[config.mk]
export PLATFORM = sky130hd
export DESIGN_NAME = fpwm_top
export DESIGN_NICKNAME = d
export VERILOG_FILES = /design/src/core/fpwm_pkg.sv /design/src/core/fpwm_pin_bits.sv /design/src/core/fpwm_top.sv
export SDC_FILE = /design/constraint.sdc
export NUM_CORES = 1
export LEC_CHECK = 0
export BUFFER_PORTS_ARGS = -buffer_cell sky130_fd_sc_hd__buf_4
export CAP_MARGIN = 10
export CORE_MARGIN = 5
export CORE_UTILIZATION = 52
export DETAILED_ROUTE_END_ITERATION = 10
export GPL_TIMING_DRIVEN = 1
export PLACE_DENSITY = 0.79
export SYNTH_ARGS = -nofsm -noshare
export SYNTH_HDL_FRONTEND = slang
export SYNTH_SLANG_ARGS = --single-unit
[constraint.sdc]
create_clock -name i_clk -period 4.21 [get_ports i_clk]
set_input_delay 0.2105 -clock i_clk [delete_from_list [all_inputs] [get_ports i_clk]]
set_output_delay 0.2105 -clock i_clk [all_outputs]
set_load 0.1 [all_outputs]
[src/core/fpwm_pkg.sv]
// Notes on behaviour
// - decode $8000-$BFFF as 16K user window routed to the indexed flash page
// - three index bits pick eight 16K pages: upper two array, low bit half
// - page 6 also fixed at $4000-$7FFF, page 7 also at $C000-$FFFF
// - flash register window $00F4-$00F7 selects array block by index bits 2:1
// - special mode with test select: 32K window $8000-$FFFF, bits 2:1 are A16:A15
// - with emulation enabled, data writes never change pins used for page index emulation; hidden outside single-chip mode when emulation is enabled
// - without emulation pins are general I/O; bit 3 always general I/O
// - peripheral, expanded or special modes with emulation enabled hide data and direction registers
// - chip select low for program window accesses, flash or external
// - chip select during E high, stretched on external access, only when enabled
// - emulation pins show the three page index bits
// - direction bit 0 input, 1 output; resets to zero; hidden outside single-chip mode when emulation is enabled
// - page index holds bits 2:0, reset zero, upper bits read zero
// - far call and return access page index over a dedicated single-wire path
// - input pins selectable as high impedance or pulled up
// - test window select forced to zero in normal modes
// - stretch field adds 0..3 E clocks externally; none in single-chip, peripheral or special
`default_nettype none
package fpwm_pkg;
    localparam logic [7:0] OFS_AUX_DATA = 8'hFC;
    localparam logic [7:0] OFS_AUX_DIR = 8'hFD;
    localparam logic [7:0] OFS_PAGE_INDEX = 8'hFF;
    localparam logic [7:0] OFS_MODE_CTRL = 8'hF0;
    localparam logic [15:0] FREG_LO = 16'h00_F4;
    localparam logic [15:0] FREG_HI = 16'h00_F7;
    localparam logic [1:0] WIN_USER = 2'h2;
    localparam logic [1:0] WIN_FIX6 = 2'h1;
    localparam logic [1:0] WIN_FIX7 = 2'h3;
    localparam logic [2:0] PAGE_FIX6 = 3'h6;
    localparam logic [2:0] PAGE_FIX7 = 3'h7;
    localparam logic [7:0] AUX_IMPL_MASK = 8'h8F;
    localparam logic [7:0] EMUL_MASK = 8'h87;
    localparam int EMUL_CS_BIT = 7;
    localparam logic [7:0] PIDX_MASK = 8'h07;
    localparam logic [7:0] DIR_RESET = 8'h00;
    localparam logic [2:0] PIDX_RESET = 3'h0;
    localparam int MC_TEST = 0;
    localparam int MC_EMUL = 1;
    localparam int MC_STR_LO = 2;
    localparam int MC_PULLUP = 4;
    localparam logic [7:0] MODE_CTRL_MASK = 8'h1F;
    localparam logic [7:0] MODE_CTRL_RESET = 8'h0C;
    typedef enum logic [1:0] {MODE_SINGLE, MODE_EXPANDED, MODE_PERIPH, MODE_SPECIAL} fpwm_mode_t;
    typedef struct packed {
        logic [7:0] addr;
        logic [7:0] wdata;
        logic wr;
        logic rd;
    } fpwm_reg_req_t;
    typedef struct packed {
        logic valid;
        logic is_flash;
        logic [16:0] addr;
    } fpwm_cpu_req_t;
    typedef struct packed {
        logic hit;
        logic [16:0] flash_addr;
        logic [1:0] freg_array;
        logic freg_hit;
    } fpwm_map_t;
endpackage
`default_nettype wire

[src/core/fpwm_pin_bits.sv]
`default_nettype none
module fpwm_pin_bits
    import fpwm_pkg::*;
#(
    parameter int WIDTH = 8
) (
    input wire logic i_clk,
    input wire logic i_rst_n,
    input wire logic [WIDTH-1:0] i_d,
    output logic [WIDTH-1:0] o_q
);
    logic [WIDTH-1:0] q_reg;
    logic [WIDTH-1:0] q_next;
    if (WIDTH < 1) begin : g_width_check
        $error("width too small");
    end
    always_comb begin
        q_next = i_d;
    end
    always_ff @(posedge i_clk or negedge i_rst_n) begin
        if (!i_rst_n) begin
            q_reg <= '0;
        end else begin
            q_reg <= q_next;
        end
    end
    assign o_q = q_reg;
endmodule
`default_nettype wire

[src/core/fpwm_top.sv]
`default_nettype none
module fpwm_top
    import fpwm_pkg::*;
(
    input wire logic i_clk,
    input wire logic i_nrst,
    input wire logic [1:0] i_mode,
    input wire logic i_eclk_high,
    input wire logic i_ext_access,
    input wire logic [15:0] i_cpu_addr,
    input wire logic i_cpu_valid,
    input wire logic [7:0] i_reg_addr,
    input wire logic [7:0] i_reg_wdata,
    input wire logic i_reg_wr,
    input wire logic i_reg_rd,
    input wire logic i_far_wr,
    input wire logic i_far_bit,
    input wire logic [7:0] i_aux_pin,
    output logic [7:0] o_reg_rdata,
    output logic o_far_bit,
    output logic o_flash_hit,
    output logic [16:0] o_flash_addr,
    output logic o_freg_hit,
    output logic [1:0] o_freg_array,
    output logic [7:0] o_aux_out,
    output logic [7:0] o_aux_oe,
    output logic [7:0] o_aux_pullup,
    output logic [1:0] o_stretch_eclks
);
    logic rst_s1_reg;
    logic rst_n;
    always_ff @(posedge i_clk or negedge i_nrst) begin
        if (!i_nrst) begin
            rst_s1_reg <= 1'b0;
            rst_n <= 1'b0;
        end else begin
            rst_s1_reg <= 1'b1;
            rst_n <= rst_s1_reg;
        end
    end

    fpwm_mode_t mode;
    assign mode = fpwm_mode_t'(i_mode);

    logic [2:0] pidx_reg, pidx_next;
    logic [7:0] data_reg, data_next;
    logic [7:0] dir_reg, dir_next;
    logic [7:0] mctl_reg, mctl_next;
    logic [7:0] rdata_reg, rdata_next;
    logic far_bit_reg, far_bit_next;
    logic [1:0] far_cnt_reg, far_cnt_next;

    logic emul_en, test_sel, aux_mapped;
    assign emul_en = mctl_reg[MC_EMUL];
    assign test_sel = mctl_reg[MC_TEST] && (mode == MODE_SPECIAL);
    assign aux_mapped = !((mode != MODE_SINGLE) && emul_en);

    function automatic logic is_wr(input logic [7:0] a);
        return i_reg_wr && (i_reg_addr == a);
    endfunction

    always_comb begin
        pidx_next = pidx_reg;
        data_next = data_reg;
        dir_next = dir_reg;
        mctl_next = mctl_reg;
        far_cnt_next = far_cnt_reg;
        far_bit_next = pidx_reg[far_cnt_reg];
        if (is_wr(OFS_PAGE_INDEX)) begin
            pidx_next = i_reg_wdata[2:0];
        end
        if (i_far_wr) begin
            pidx_next[far_cnt_reg] = i_far_bit;
            far_cnt_next = (far_cnt_reg == 2'd2) ? 2'd0 : far_cnt_reg + 2'd1;
        end
        if (is_wr(OFS_AUX_DATA) && aux_mapped) begin
            data_next = (i_reg_wdata & AUX_IMPL_MASK & ~(emul_en ? EMUL_MASK : 8'h00))
                | (data_reg & (emul_en ? EMUL_MASK : 8'h00));
        end
        if (is_wr(OFS_AUX_DIR) && aux_mapped) begin
            dir_next = i_reg_wdata & AUX_IMPL_MASK;
        end
        if (is_wr(OFS_MODE_CTRL)) begin
            mctl_next = i_reg_wdata & MODE_CTRL_MASK;
        end
        rdata_next = 8'h00;
        if (i_reg_rd) begin
            unique case (i_reg_addr)
                OFS_PAGE_INDEX: rdata_next = {5'h00, pidx_reg};
                OFS_AUX_DATA: rdata_next = aux_mapped ?
                    (((dir_reg & data_reg) | (~dir_reg & i_aux_pin)) & AUX_IMPL_MASK) : 8'h00;
                OFS_AUX_DIR: rdata_next = aux_mapped ? dir_reg : 8'h00;
                OFS_MODE_CTRL: rdata_next = mctl_reg;
                default: rdata_next = 8'h00;
            endcase
        end
    end

    always_ff @(posedge i_clk or negedge rst_n) begin
        if (!rst_n) begin
            pidx_reg <= PIDX_RESET;
            data_reg <= 8'h00;
            dir_reg <= DIR_RESET;
            mctl_reg <= MODE_CTRL_RESET;
            rdata_reg <= 8'h00;
            far_bit_reg <= 1'b0;
            far_cnt_reg <= 2'd0;
        end else begin
            pidx_reg <= pidx_next;
            data_reg <= data_next;
            dir_reg <= dir_next;
            mctl_reg <= mctl_next;
            rdata_reg <= rdata_next;
            far_bit_reg <= far_bit_next;
            far_cnt_reg <= far_cnt_next;
        end
    end

    fpwm_map_t map;
    logic in_prog;
    always_comb begin
        map = '0;
        in_prog = 1'b0;
        if (i_cpu_valid) begin
            if (test_sel && i_cpu_addr[15]) begin
                map.hit = 1'b1;
                map.flash_addr = {pidx_reg[2:1], i_cpu_addr[14:0]};
                in_prog = 1'b1;
            end else if (i_cpu_addr[15:14] == WIN_USER) begin
                map.hit = 1'b1;
                map.flash_addr = {pidx_reg, i_cpu_addr[13:0]};
                in_prog = 1'b1;
            end else if (i_cpu_addr[15:14] == WIN_FIX6) begin
                map.hit = 1'b1;
                map.flash_addr = {PAGE_FIX6, i_cpu_addr[13:0]};
            end else if (i_cpu_addr[15:14] == WIN_FIX7) begin
                map.hit = 1'b1;
                map.flash_addr = {PAGE_FIX7, i_cpu_addr[13:0]};
            end
            if (i_cpu_addr >= FREG_LO && i_cpu_addr <= FREG_HI) begin
                map.freg_hit = 1'b1;
                map.freg_array = pidx_reg[2:1];
            end
        end
    end

    logic [1:0] str_cnt_reg, str_cnt_next;
    logic cs_reg, cs_next;
    logic [1:0] stretch_reg, stretch_next;
    always_comb begin
        stretch_next = (mode == MODE_EXPANDED) ? mctl_reg[MC_STR_LO +: 2] : 2'd0;
        str_cnt_next = str_cnt_reg;
        cs_next = 1'b0;
        if (emul_en && in_prog && i_eclk_high) begin
            cs_next = 1'b1;
            str_cnt_next = i_ext_access ? stretch_next : 2'd0;
        end else if (emul_en && cs_reg && str_cnt_reg != 2'd0) begin
            cs_next = 1'b1;
            str_cnt_next = str_cnt_reg - 2'd1;
        end
    end

    logic [7:0] pin_out_next, pin_oe_next, pin_out_q, pin_oe_q;
    always_comb begin
        pin_out_next = data_reg & AUX_IMPL_MASK;
        pin_oe_next = dir_reg & AUX_IMPL_MASK;
        if (emul_en) begin
            pin_out_next[2:0] = pidx_reg;
            pin_out_next[EMUL_CS_BIT] = !cs_next;
            pin_oe_next = pin_oe_next | EMUL_MASK;
        end
    end

    fpwm_pin_bits #(.WIDTH(16)) u_pins (
        .i_clk(i_clk),
        .i_rst_n(rst_n),
        .i_d({pin_out_next, pin_oe_next}),
        .o_q({pin_out_q, pin_oe_q})
    );

    logic [7:0] pull_reg;
    logic hit_reg, fhit_reg;
    logic [16:0] faddr_reg;
    logic [1:0] farr_reg;
    always_ff @(posedge i_clk or negedge rst_n) begin
        if (!rst_n) begin
            str_cnt_reg <= 2'd0;
            cs_reg <= 1'b0;
            stretch_reg <= 2'd0;
            pull_reg <= 8'h00;
            hit_reg <= 1'b0;
            fhit_reg <= 1'b0;
            faddr_reg <= '0;
            farr_reg <= 2'd0;
        end else begin
            str_cnt_reg <= str_cnt_next;
            cs_reg <= cs_next;
            stretch_reg <= stretch_next;
            pull_reg <= mctl_reg[MC_PULLUP] ? (~pin_oe_next & AUX_IMPL_MASK) : 8'h00;
            hit_reg <= map.hit;
            fhit_reg <= map.freg_hit;
            faddr_reg <= map.flash_addr;
            farr_reg <= map.freg_array;
        end
    end

    assign o_reg_rdata = rdata_reg;
    assign o_far_bit = far_bit_reg;
    assign o_flash_hit = hit_reg;
    assign o_flash_addr = faddr_reg;
    assign o_freg_hit = fhit_reg;
    assign o_freg_array = farr_reg;
    assign o_aux_out = pin_out_q;
    assign o_aux_oe = pin_oe_q;
    assign o_aux_pullup = pull_reg;
    assign o_stretch_eclks = stretch_reg;

    property p_user_addr;
        @(posedge i_clk) disable iff (!rst_n)
        (i_cpu_valid && !test_sel && i_cpu_addr[15:14] == 2'b10)
            |=> (o_flash_hit && o_flash_addr == {$past(pidx_reg), $past(i_cpu_addr[13:0])});
    endproperty
    a_user_addr: assert property (p_user_addr) else $error("user window address wrong");
    property p_fix7;
        @(posedge i_clk) disable iff (!rst_n)
        (i_cpu_valid && !test_sel && i_cpu_addr[15:14] == 2'b11) |=> o_flash_addr[16:14] == 3'h7;
    endproperty
    a_fix7: assert property (p_fix7) else $error("fixed page 7 wrong");
    property p_freg;
        @(posedge i_clk) disable iff (!rst_n)
        (i_cpu_valid && i_cpu_addr == 16'h00_F6) |=> (o_freg_hit && o_freg_array == $past(pidx_reg[2:1]));
    endproperty
    a_freg: assert property (p_freg) else $error("register window wrong");
    property p_test;
        @(posedge i_clk) disable iff (!rst_n)
        (i_cpu_valid && test_sel && i_cpu_addr[15]) |=> o_flash_addr[16:15] == $past(pidx_reg[2:1]);
    endproperty
    a_test: assert property (p_test) else $error("test window wrong");
    property p_pidx_rd;
        @(posedge i_clk) disable iff (!rst_n)
        (i_reg_rd && i_reg_addr == OFS_PAGE_INDEX) |=> o_reg_rdata == {5'h00, $past(pidx_reg)};
    endproperty
    a_pidx_rd: assert property (p_pidx_rd) else $error("page index readback wrong");
    property p_emul_pins;
        @(posedge i_clk) disable iff (!rst_n)
        emul_en |=> o_aux_out[2:0] == $past(pidx_reg) && o_aux_oe[2:0] == 3'h7;
    endproperty
    a_emul_pins: assert property (p_emul_pins) else $error("emulation pins wrong");
    property p_cs_off;
        @(posedge i_clk) disable iff (!rst_n)
        !emul_en |=> !cs_reg;
    endproperty
    a_cs_off: assert property (p_cs_off) else $error("chip select without enable");
    property p_hidden;
        @(posedge i_clk) disable iff (!rst_n)
        (i_reg_wr && i_reg_addr == OFS_AUX_DIR && !aux_mapped) |=> $stable(dir_reg);
    endproperty
    a_hidden: assert property (p_hidden) else $error("hidden register written");
    property p_nostr;
        @(posedge i_clk) disable iff (!rst_n)
        (mode != MODE_EXPANDED) |=> o_stretch_eclks == 2'd0;
    endproperty
    a_nostr: assert property (p_nostr) else $error("stretch outside expanded");
    property p_data_keep;
        @(posedge i_clk) disable iff (!rst_n)
        (i_reg_wr && i_reg_addr == OFS_AUX_DATA && emul_en)
            |=> (data_reg & EMUL_MASK) == $past(data_reg & EMUL_MASK);
    endproperty
    a_data_keep: assert property (p_data_keep) else $error("emulated data bits changed");
    property p_test_off;
        @(posedge i_clk) disable iff (!rst_n)
        (i_cpu_valid && mode != MODE_SPECIAL && i_cpu_addr[15:14] == 2'b11)
            |=> o_flash_addr[16:14] == 3'h7;
    endproperty
    a_test_off: assert property (p_test_off) else $error("test window outside special");
    property p_cs_on;
        @(posedge i_clk) disable iff (!rst_n)
        (emul_en && i_cpu_valid && i_eclk_high && i_cpu_addr[15:14] == 2'b10)
            |=> !o_aux_out[EMUL_CS_BIT];
    endproperty
    a_cs_on: assert property (p_cs_on) else $error("chip select missing");
    property p_pull;
        @(posedge i_clk) disable iff (!rst_n)
        (mctl_reg[MC_PULLUP] && !emul_en && dir_reg == 8'h00)
            |=> o_aux_pullup == AUX_IMPL_MASK;
    endproperty
    a_pull: assert property (p_pull) else $error("input pull-up missing");
endmodule
`default_nettype wire

# Yosys cells after proc, flatten, opt, wreduce, memory -nomap -nowiden
# Cells that the tools add are included.
dict set report classes {
  add_sub_neg 2
  magnitude_cmp 4
  eq_ne 10
  muxes 32
  n_bitwise 9
  reduce_logical 20
}
# cell n
set ops {}
lappend ops {{$mux W18} 4}
lappend ops {{$mux W8} 6}
lappend ops {{$and A8 B8 Y8} 4}
lappend ops {{$eq A8 B8 Y1 const B} 4}
lappend ops {{$pmux W8 S4} 1}
lappend ops {{$not A8 Y8} 3}
lappend ops {{$mux W21} 1}
lappend ops {{$ge A16 B8 Y1 const B} 1}
lappend ops {{$le A16 B8 Y1 const B} 1}
lappend ops {{$or A8 B8 Y8} 2}
lappend ops {{$logic_and A1 B1 Y1} 15}
lappend ops {{$mux W3} 4}
lappend ops {{$mux W2} 5}
lappend ops {{$eq A2 B2 Y1 const B} 4}
lappend ops {{$mux W1} 8}
lappend ops {{$reduce_bool A2 Y1} 3}
lappend ops {{$eq A2 B1 Y1 const B} 2}
lappend ops {{$bwmux W3} 1}
lappend ops {{$lt A2 B3 Y1 const B} 1}
lappend ops {{$add A2 B1 Y2 const B} 1}
lappend ops {{$bmux W1 S2} 1}
lappend ops {{$demux W1 S2} 1}
lappend ops {{$ge A2 B1 Y1 const B} 1}
lappend ops {{$logic_not A1 Y1} 2}
lappend ops {{$sub A2 B1 Y2 const B} 1}
dict set report word_totals {
  register_bits 81
  out_inout_bits 56
}

# Logic depth before layout (Yosys ltp)
dict set report depth {
  depth_word 10
  depth_mapped 6
  ltp_nobuf 6
}

# Cells and area by module
# From an unflattened synthesis, not the netlist that was laid out.
dict set report unflattened {
  hier_cells 234
  hier_area_um2 3020.4
}
# module instances cells_each area_each_um2
set by_module_without_submodules {}
lappend by_module_without_submodules {fpwm_top 1 218 2620.0}
lappend by_module_without_submodules {fpwm_pin_bits 1 16 400.4}

# Worst setup path before layout
# Ideal clock, no wire load.
dict set report synth_path {
  path_kind {register -> register}
  start {register mctl_reg[1]}
  end {register data_reg[3]}
  setup_ns 0.127
  arrival_ns 1.259
  t_required_ns 4.083
  path_slack_ns 2.824
  stages_incl_launch_ff 5
  n_path_buf 0
  period_less_slack_ns 1.386
  cell_sequence {dfrtp_1 > o21a_1 > nor4_4 > nand3b_1 > mux2_1}
}
dict set report synth_via {
  elab_chain_len 3
}
# element line
set synth_rtl {}
lappend synth_rtl {{start: declaration} fpwm_top.sv:48} ;# logic [7:0] mctl_reg, mctl_next;
lappend synth_rtl {{start signal: assignment} fpwm_top.sv:112} ;# mctl_reg <= mctl_next;
lappend synth_rtl {{$logic_and A1 B1 Y1} fpwm_top.sv:56} ;# assign aux_mapped = !((mode != MODE_SINGLE) && emul_en);
lappend synth_rtl {{$logic_not A1 Y1} fpwm_top.sv:56}
lappend synth_rtl {{$logic_and A1 B1 Y1} fpwm_top.sv:76} ;# if (is_wr(OFS_AUX_DATA) && aux_mapped) begin
lappend synth_rtl {{end signal: assignment} fpwm_top.sv:110} ;# data_reg <= data_next;
lappend synth_rtl {{end: declaration} fpwm_top.sv:46} ;# logic [7:0] data_reg, data_next;
# Every way passes these cells.
# A chain may end at the register's enable or synchronous reset.

# Final worst setup path
# Ends and elaborated chain as after synthesis.

==> metrics.yaml <==
power_frac_seq: 0.436
yosys_register_bits: 70
drt_iter0_markers: 101
cp-start-kind: "register"
die_w_um: 84.88
ys_types: 38
ys_seq_area_frac: 0.6017
multi_input_area_um2: 1060
grt_start_max_net_pins: 39
root_buffer: "clkbuf_8"
intPower_mw: 1.178
regArea_um2: 1755
ctsResizeCount: 0
rsz0062_at_grt: "no"
synth_area_um2: 2915
drc_errors: 0
syn_avg_cell_area_um2: 12.46
max_freq_ghz: 0.5612
clockBufferDepth: 2
place.gp.congestion: 0.8799
leakage_nw: 1.913
powerDensity_nw_per_um2: 466.0
swShare: 0.3458
vias_per_cell: 5.032
final-hold-violation-count: 0
irDropWorstVdd_uv: 378.9
ant_nets: 0
insertedDiodeCount: 0
grt_first_pass_wirelength_mm: 10.83
cts_tree: "yes"
synth_area_leaders: "dfrtp_1, mux2_2, and2_1"
min-delay-path-class: "in -> reg"
pwr-share-clk: 0.320
drt_pass1_iterations: 6
synth_top_cell_by_area: "dfrtp_1"
antenna_found_initial: 0
wl_mm: 6.461
timing.final.crit_share: 0.4233
pwr-share-comb: 0.244
overflow: 0
slew_violations: 0
utilization: 0.7060
cap_violations: 0
yosys_warnings: 0
setup_tns_ns: 0
fp.dieH_um: 84.88
cts.htree.levels: 3
hold_depth: 2
r2r-end: "data_reg[3]$_DFFE_PN0P_"
nNetsFinal: 385
r2r_cells: 4
required_ns: 4.43
drt-wirelength-per-cell_um: 15.76
finClkSkew_ns: 0.006525
layout-drive-gt1-share: 0.4112
path_class: "reg -> reg"
min-delay-start: "i_cpu_addr[0]"
grt_use_total: 0.1948
vias: 2063
portBuffers: 90
tightest_slew_ns: 0.6803
setup_violations: 0
clkLatencyLatePin_ns: 0.34
end_kind: "register"
min_to: "o_flash_addr[0]$_DFF_PN0_"
period_needed_ns: 1.782
start_util: 0.5327
ioPinCount: 107
largest_reg_flops: 17
cts-buffers-inserted: 9
core.rowCount: 27
grt_pass1_vias: 2184
syn2layout_area_growth_pct: 32.53
switchingPower_uw: 622.6
timing.rr.start: "mctl_reg[1]$_DFFE_PN0P_"
worst-path-max-fanout: 16
yosys.area.top_type_share: 0.5837
core-area_um2: 5473
clkTransAtPathRegs_ns: 0.07
cts.sinks: 70
status: "complete, no violations"
dp_hpwl_mm: 4.922
max-slew-margin-rel: 0.5465
synthCells: 234
die-area_um2: 7204
fillCellCount: 412
r2r_slack_ns: 2.43
whs_ns: 0.08195
worst-endpoint-arrival_ns: 2.00
## worst max-delay path, stage by stage, from the launching register on
cell and delay (ns):
dfrtp_1 0.61, o21a_1 0.28, nor4_4 0.30, nand3b_1 0.14, mux2_1 0.33
## per-layer routing
metal	wire length, µm	share of wire	vias to the layer above	track usage
li1	-	-	991	-
met1	2627	0.41	978	0.2489
met5	0	0	-	0
met4	133	0.021	0	0.09353
met3	417	0.065	12	0.05243
met2	3282	0.51	82	0.3089
## Yosys cell counts, drive strengths merged
library cell,number
a211oi,2
a21oi,7
a222oi,3
and2,18
and3,3
buf,11
clkbuf,3
conb,2
dfrtp,68
dfstp,2
ha,1
inv,12
mux2,18
mux2i,6
nand2,4
nand2b,5
nand3,6
nand3b,3
nand4,3
nand4b,1
nor2,15
nor2b,1
nor3,3
nor3b,2
nor4,6
nor4b,2
o21a,4
o21ai,16
o22ai,1
or2,5
xnor2,1
## stage by stage
step	cell area [µm²]	total power [mW]	instances	setup WS, ns
detailed placement	3633	1.237	393	2.453
finish	3864	1.800	410	2.428
global route	3864	1.879	410	2.323
CTS	3864	1.815	410	2.441
global placement	3633	1.224	393	2.460
floorplan	2953	1.111	244	2.120
## cells by family after synthesis
| family | after synthesis | share of synthesized area |
|---|---|---|
| and+or+nand+nor | 77 | 0.1833 |
| other | 2 | 0.002576 |
| AOI/OAI and AO/OA | 33 | 0.06738 |
| adders and majority gates | 1 | 0.004291 |
| DFF | 70 | 0.6017 |
| buffers and inverters | 26 | 0.04764 |
| xor gates and xnor gates | 1 | 0.003005 |
| muxes | 24 | 0.09013 |
## layout by cell type (no fill, tap or decap), types with 2 or more instances in the layout
cell type / n
buf_4: 91
dfrtp_1: 67
and2_1: 18
mux2_2: 17
o21ai_0: 16
nor2_1: 15
clkbuf_8: 13
inv_1: 12
conb_1: 12
a21oi_1: 7
nand3_1: 6
mux2i_1: 6
or2_2: 5
nand2b_1: 5
o21a_1: 4
nand2_1: 4
and3_1: 3
nand3b_1: 3
nor4_4: 3
a222oi_1: 3
nand4_1: 2
nor4_1: 2
nor3_1: 2
a211oi_1: 2
dfstp_2: 2
## worst max-delay path by stage
stage | from | endpoint | slack [ns]
5_1_grt | mctl_reg[1]$_DFFE_PN0P_ | data_reg[3]$_DFFE_PN0P_ | 2.32
6_report | mctl_reg[1]$_DFFE_PN0P_ | data_reg[3]$_DFFE_PN0P_ | 2.43
3_5_place_dp | mctl_reg[1]$_DFFE_PN0P_ | data_reg[3]$_DFFE_PN0P_ | 2.45
2_1_floorplan | rst_n$_DFF_PN0_ | async pin | 2.12
3_3_place_gp | mctl_reg[1]$_DFFE_PN0P_ | data_reg[3]$_DFFE_PN0P_ | 2.46
4_1_cts | mctl_reg[1]$_DFFE_PN0P_ | data_reg[3]$_DFFE_PN0P_ | 2.44
## layout make-up
| type | instances | share of cell area |
|---|---|---|
| Tap cell | 72 | 0.02332 |
| Sequential cell | 70 | 0.4543 |
| Multi-Input combinational cell | 148 | 0.2743 |
| Clock buffer | 14 | 0.04728 |
| Timing Repair Buffer | 92 | 0.1794 |
| Clock inverter | 2 | 0.009715 |
| Inverter | 12 | 0.01166 |
## power groups by stage
stage               sequential, mW  clock, mW  combinational (mW)
global route                 0.795      0.621               0.462
finish                       0.785      0.576               0.439
CTS                          0.785      0.588               0.441
detailed placement           0.797          0               0.439
floorplan                    0.973          0               0.138
global placement             0.796          0               0.428
## what timing repair did
item                                   CTS  global route
endpoints found under the hold margin    2             0
hold buffers                             1             0
setup buffers                            0             0
Power figures use the tool's default switching activity.
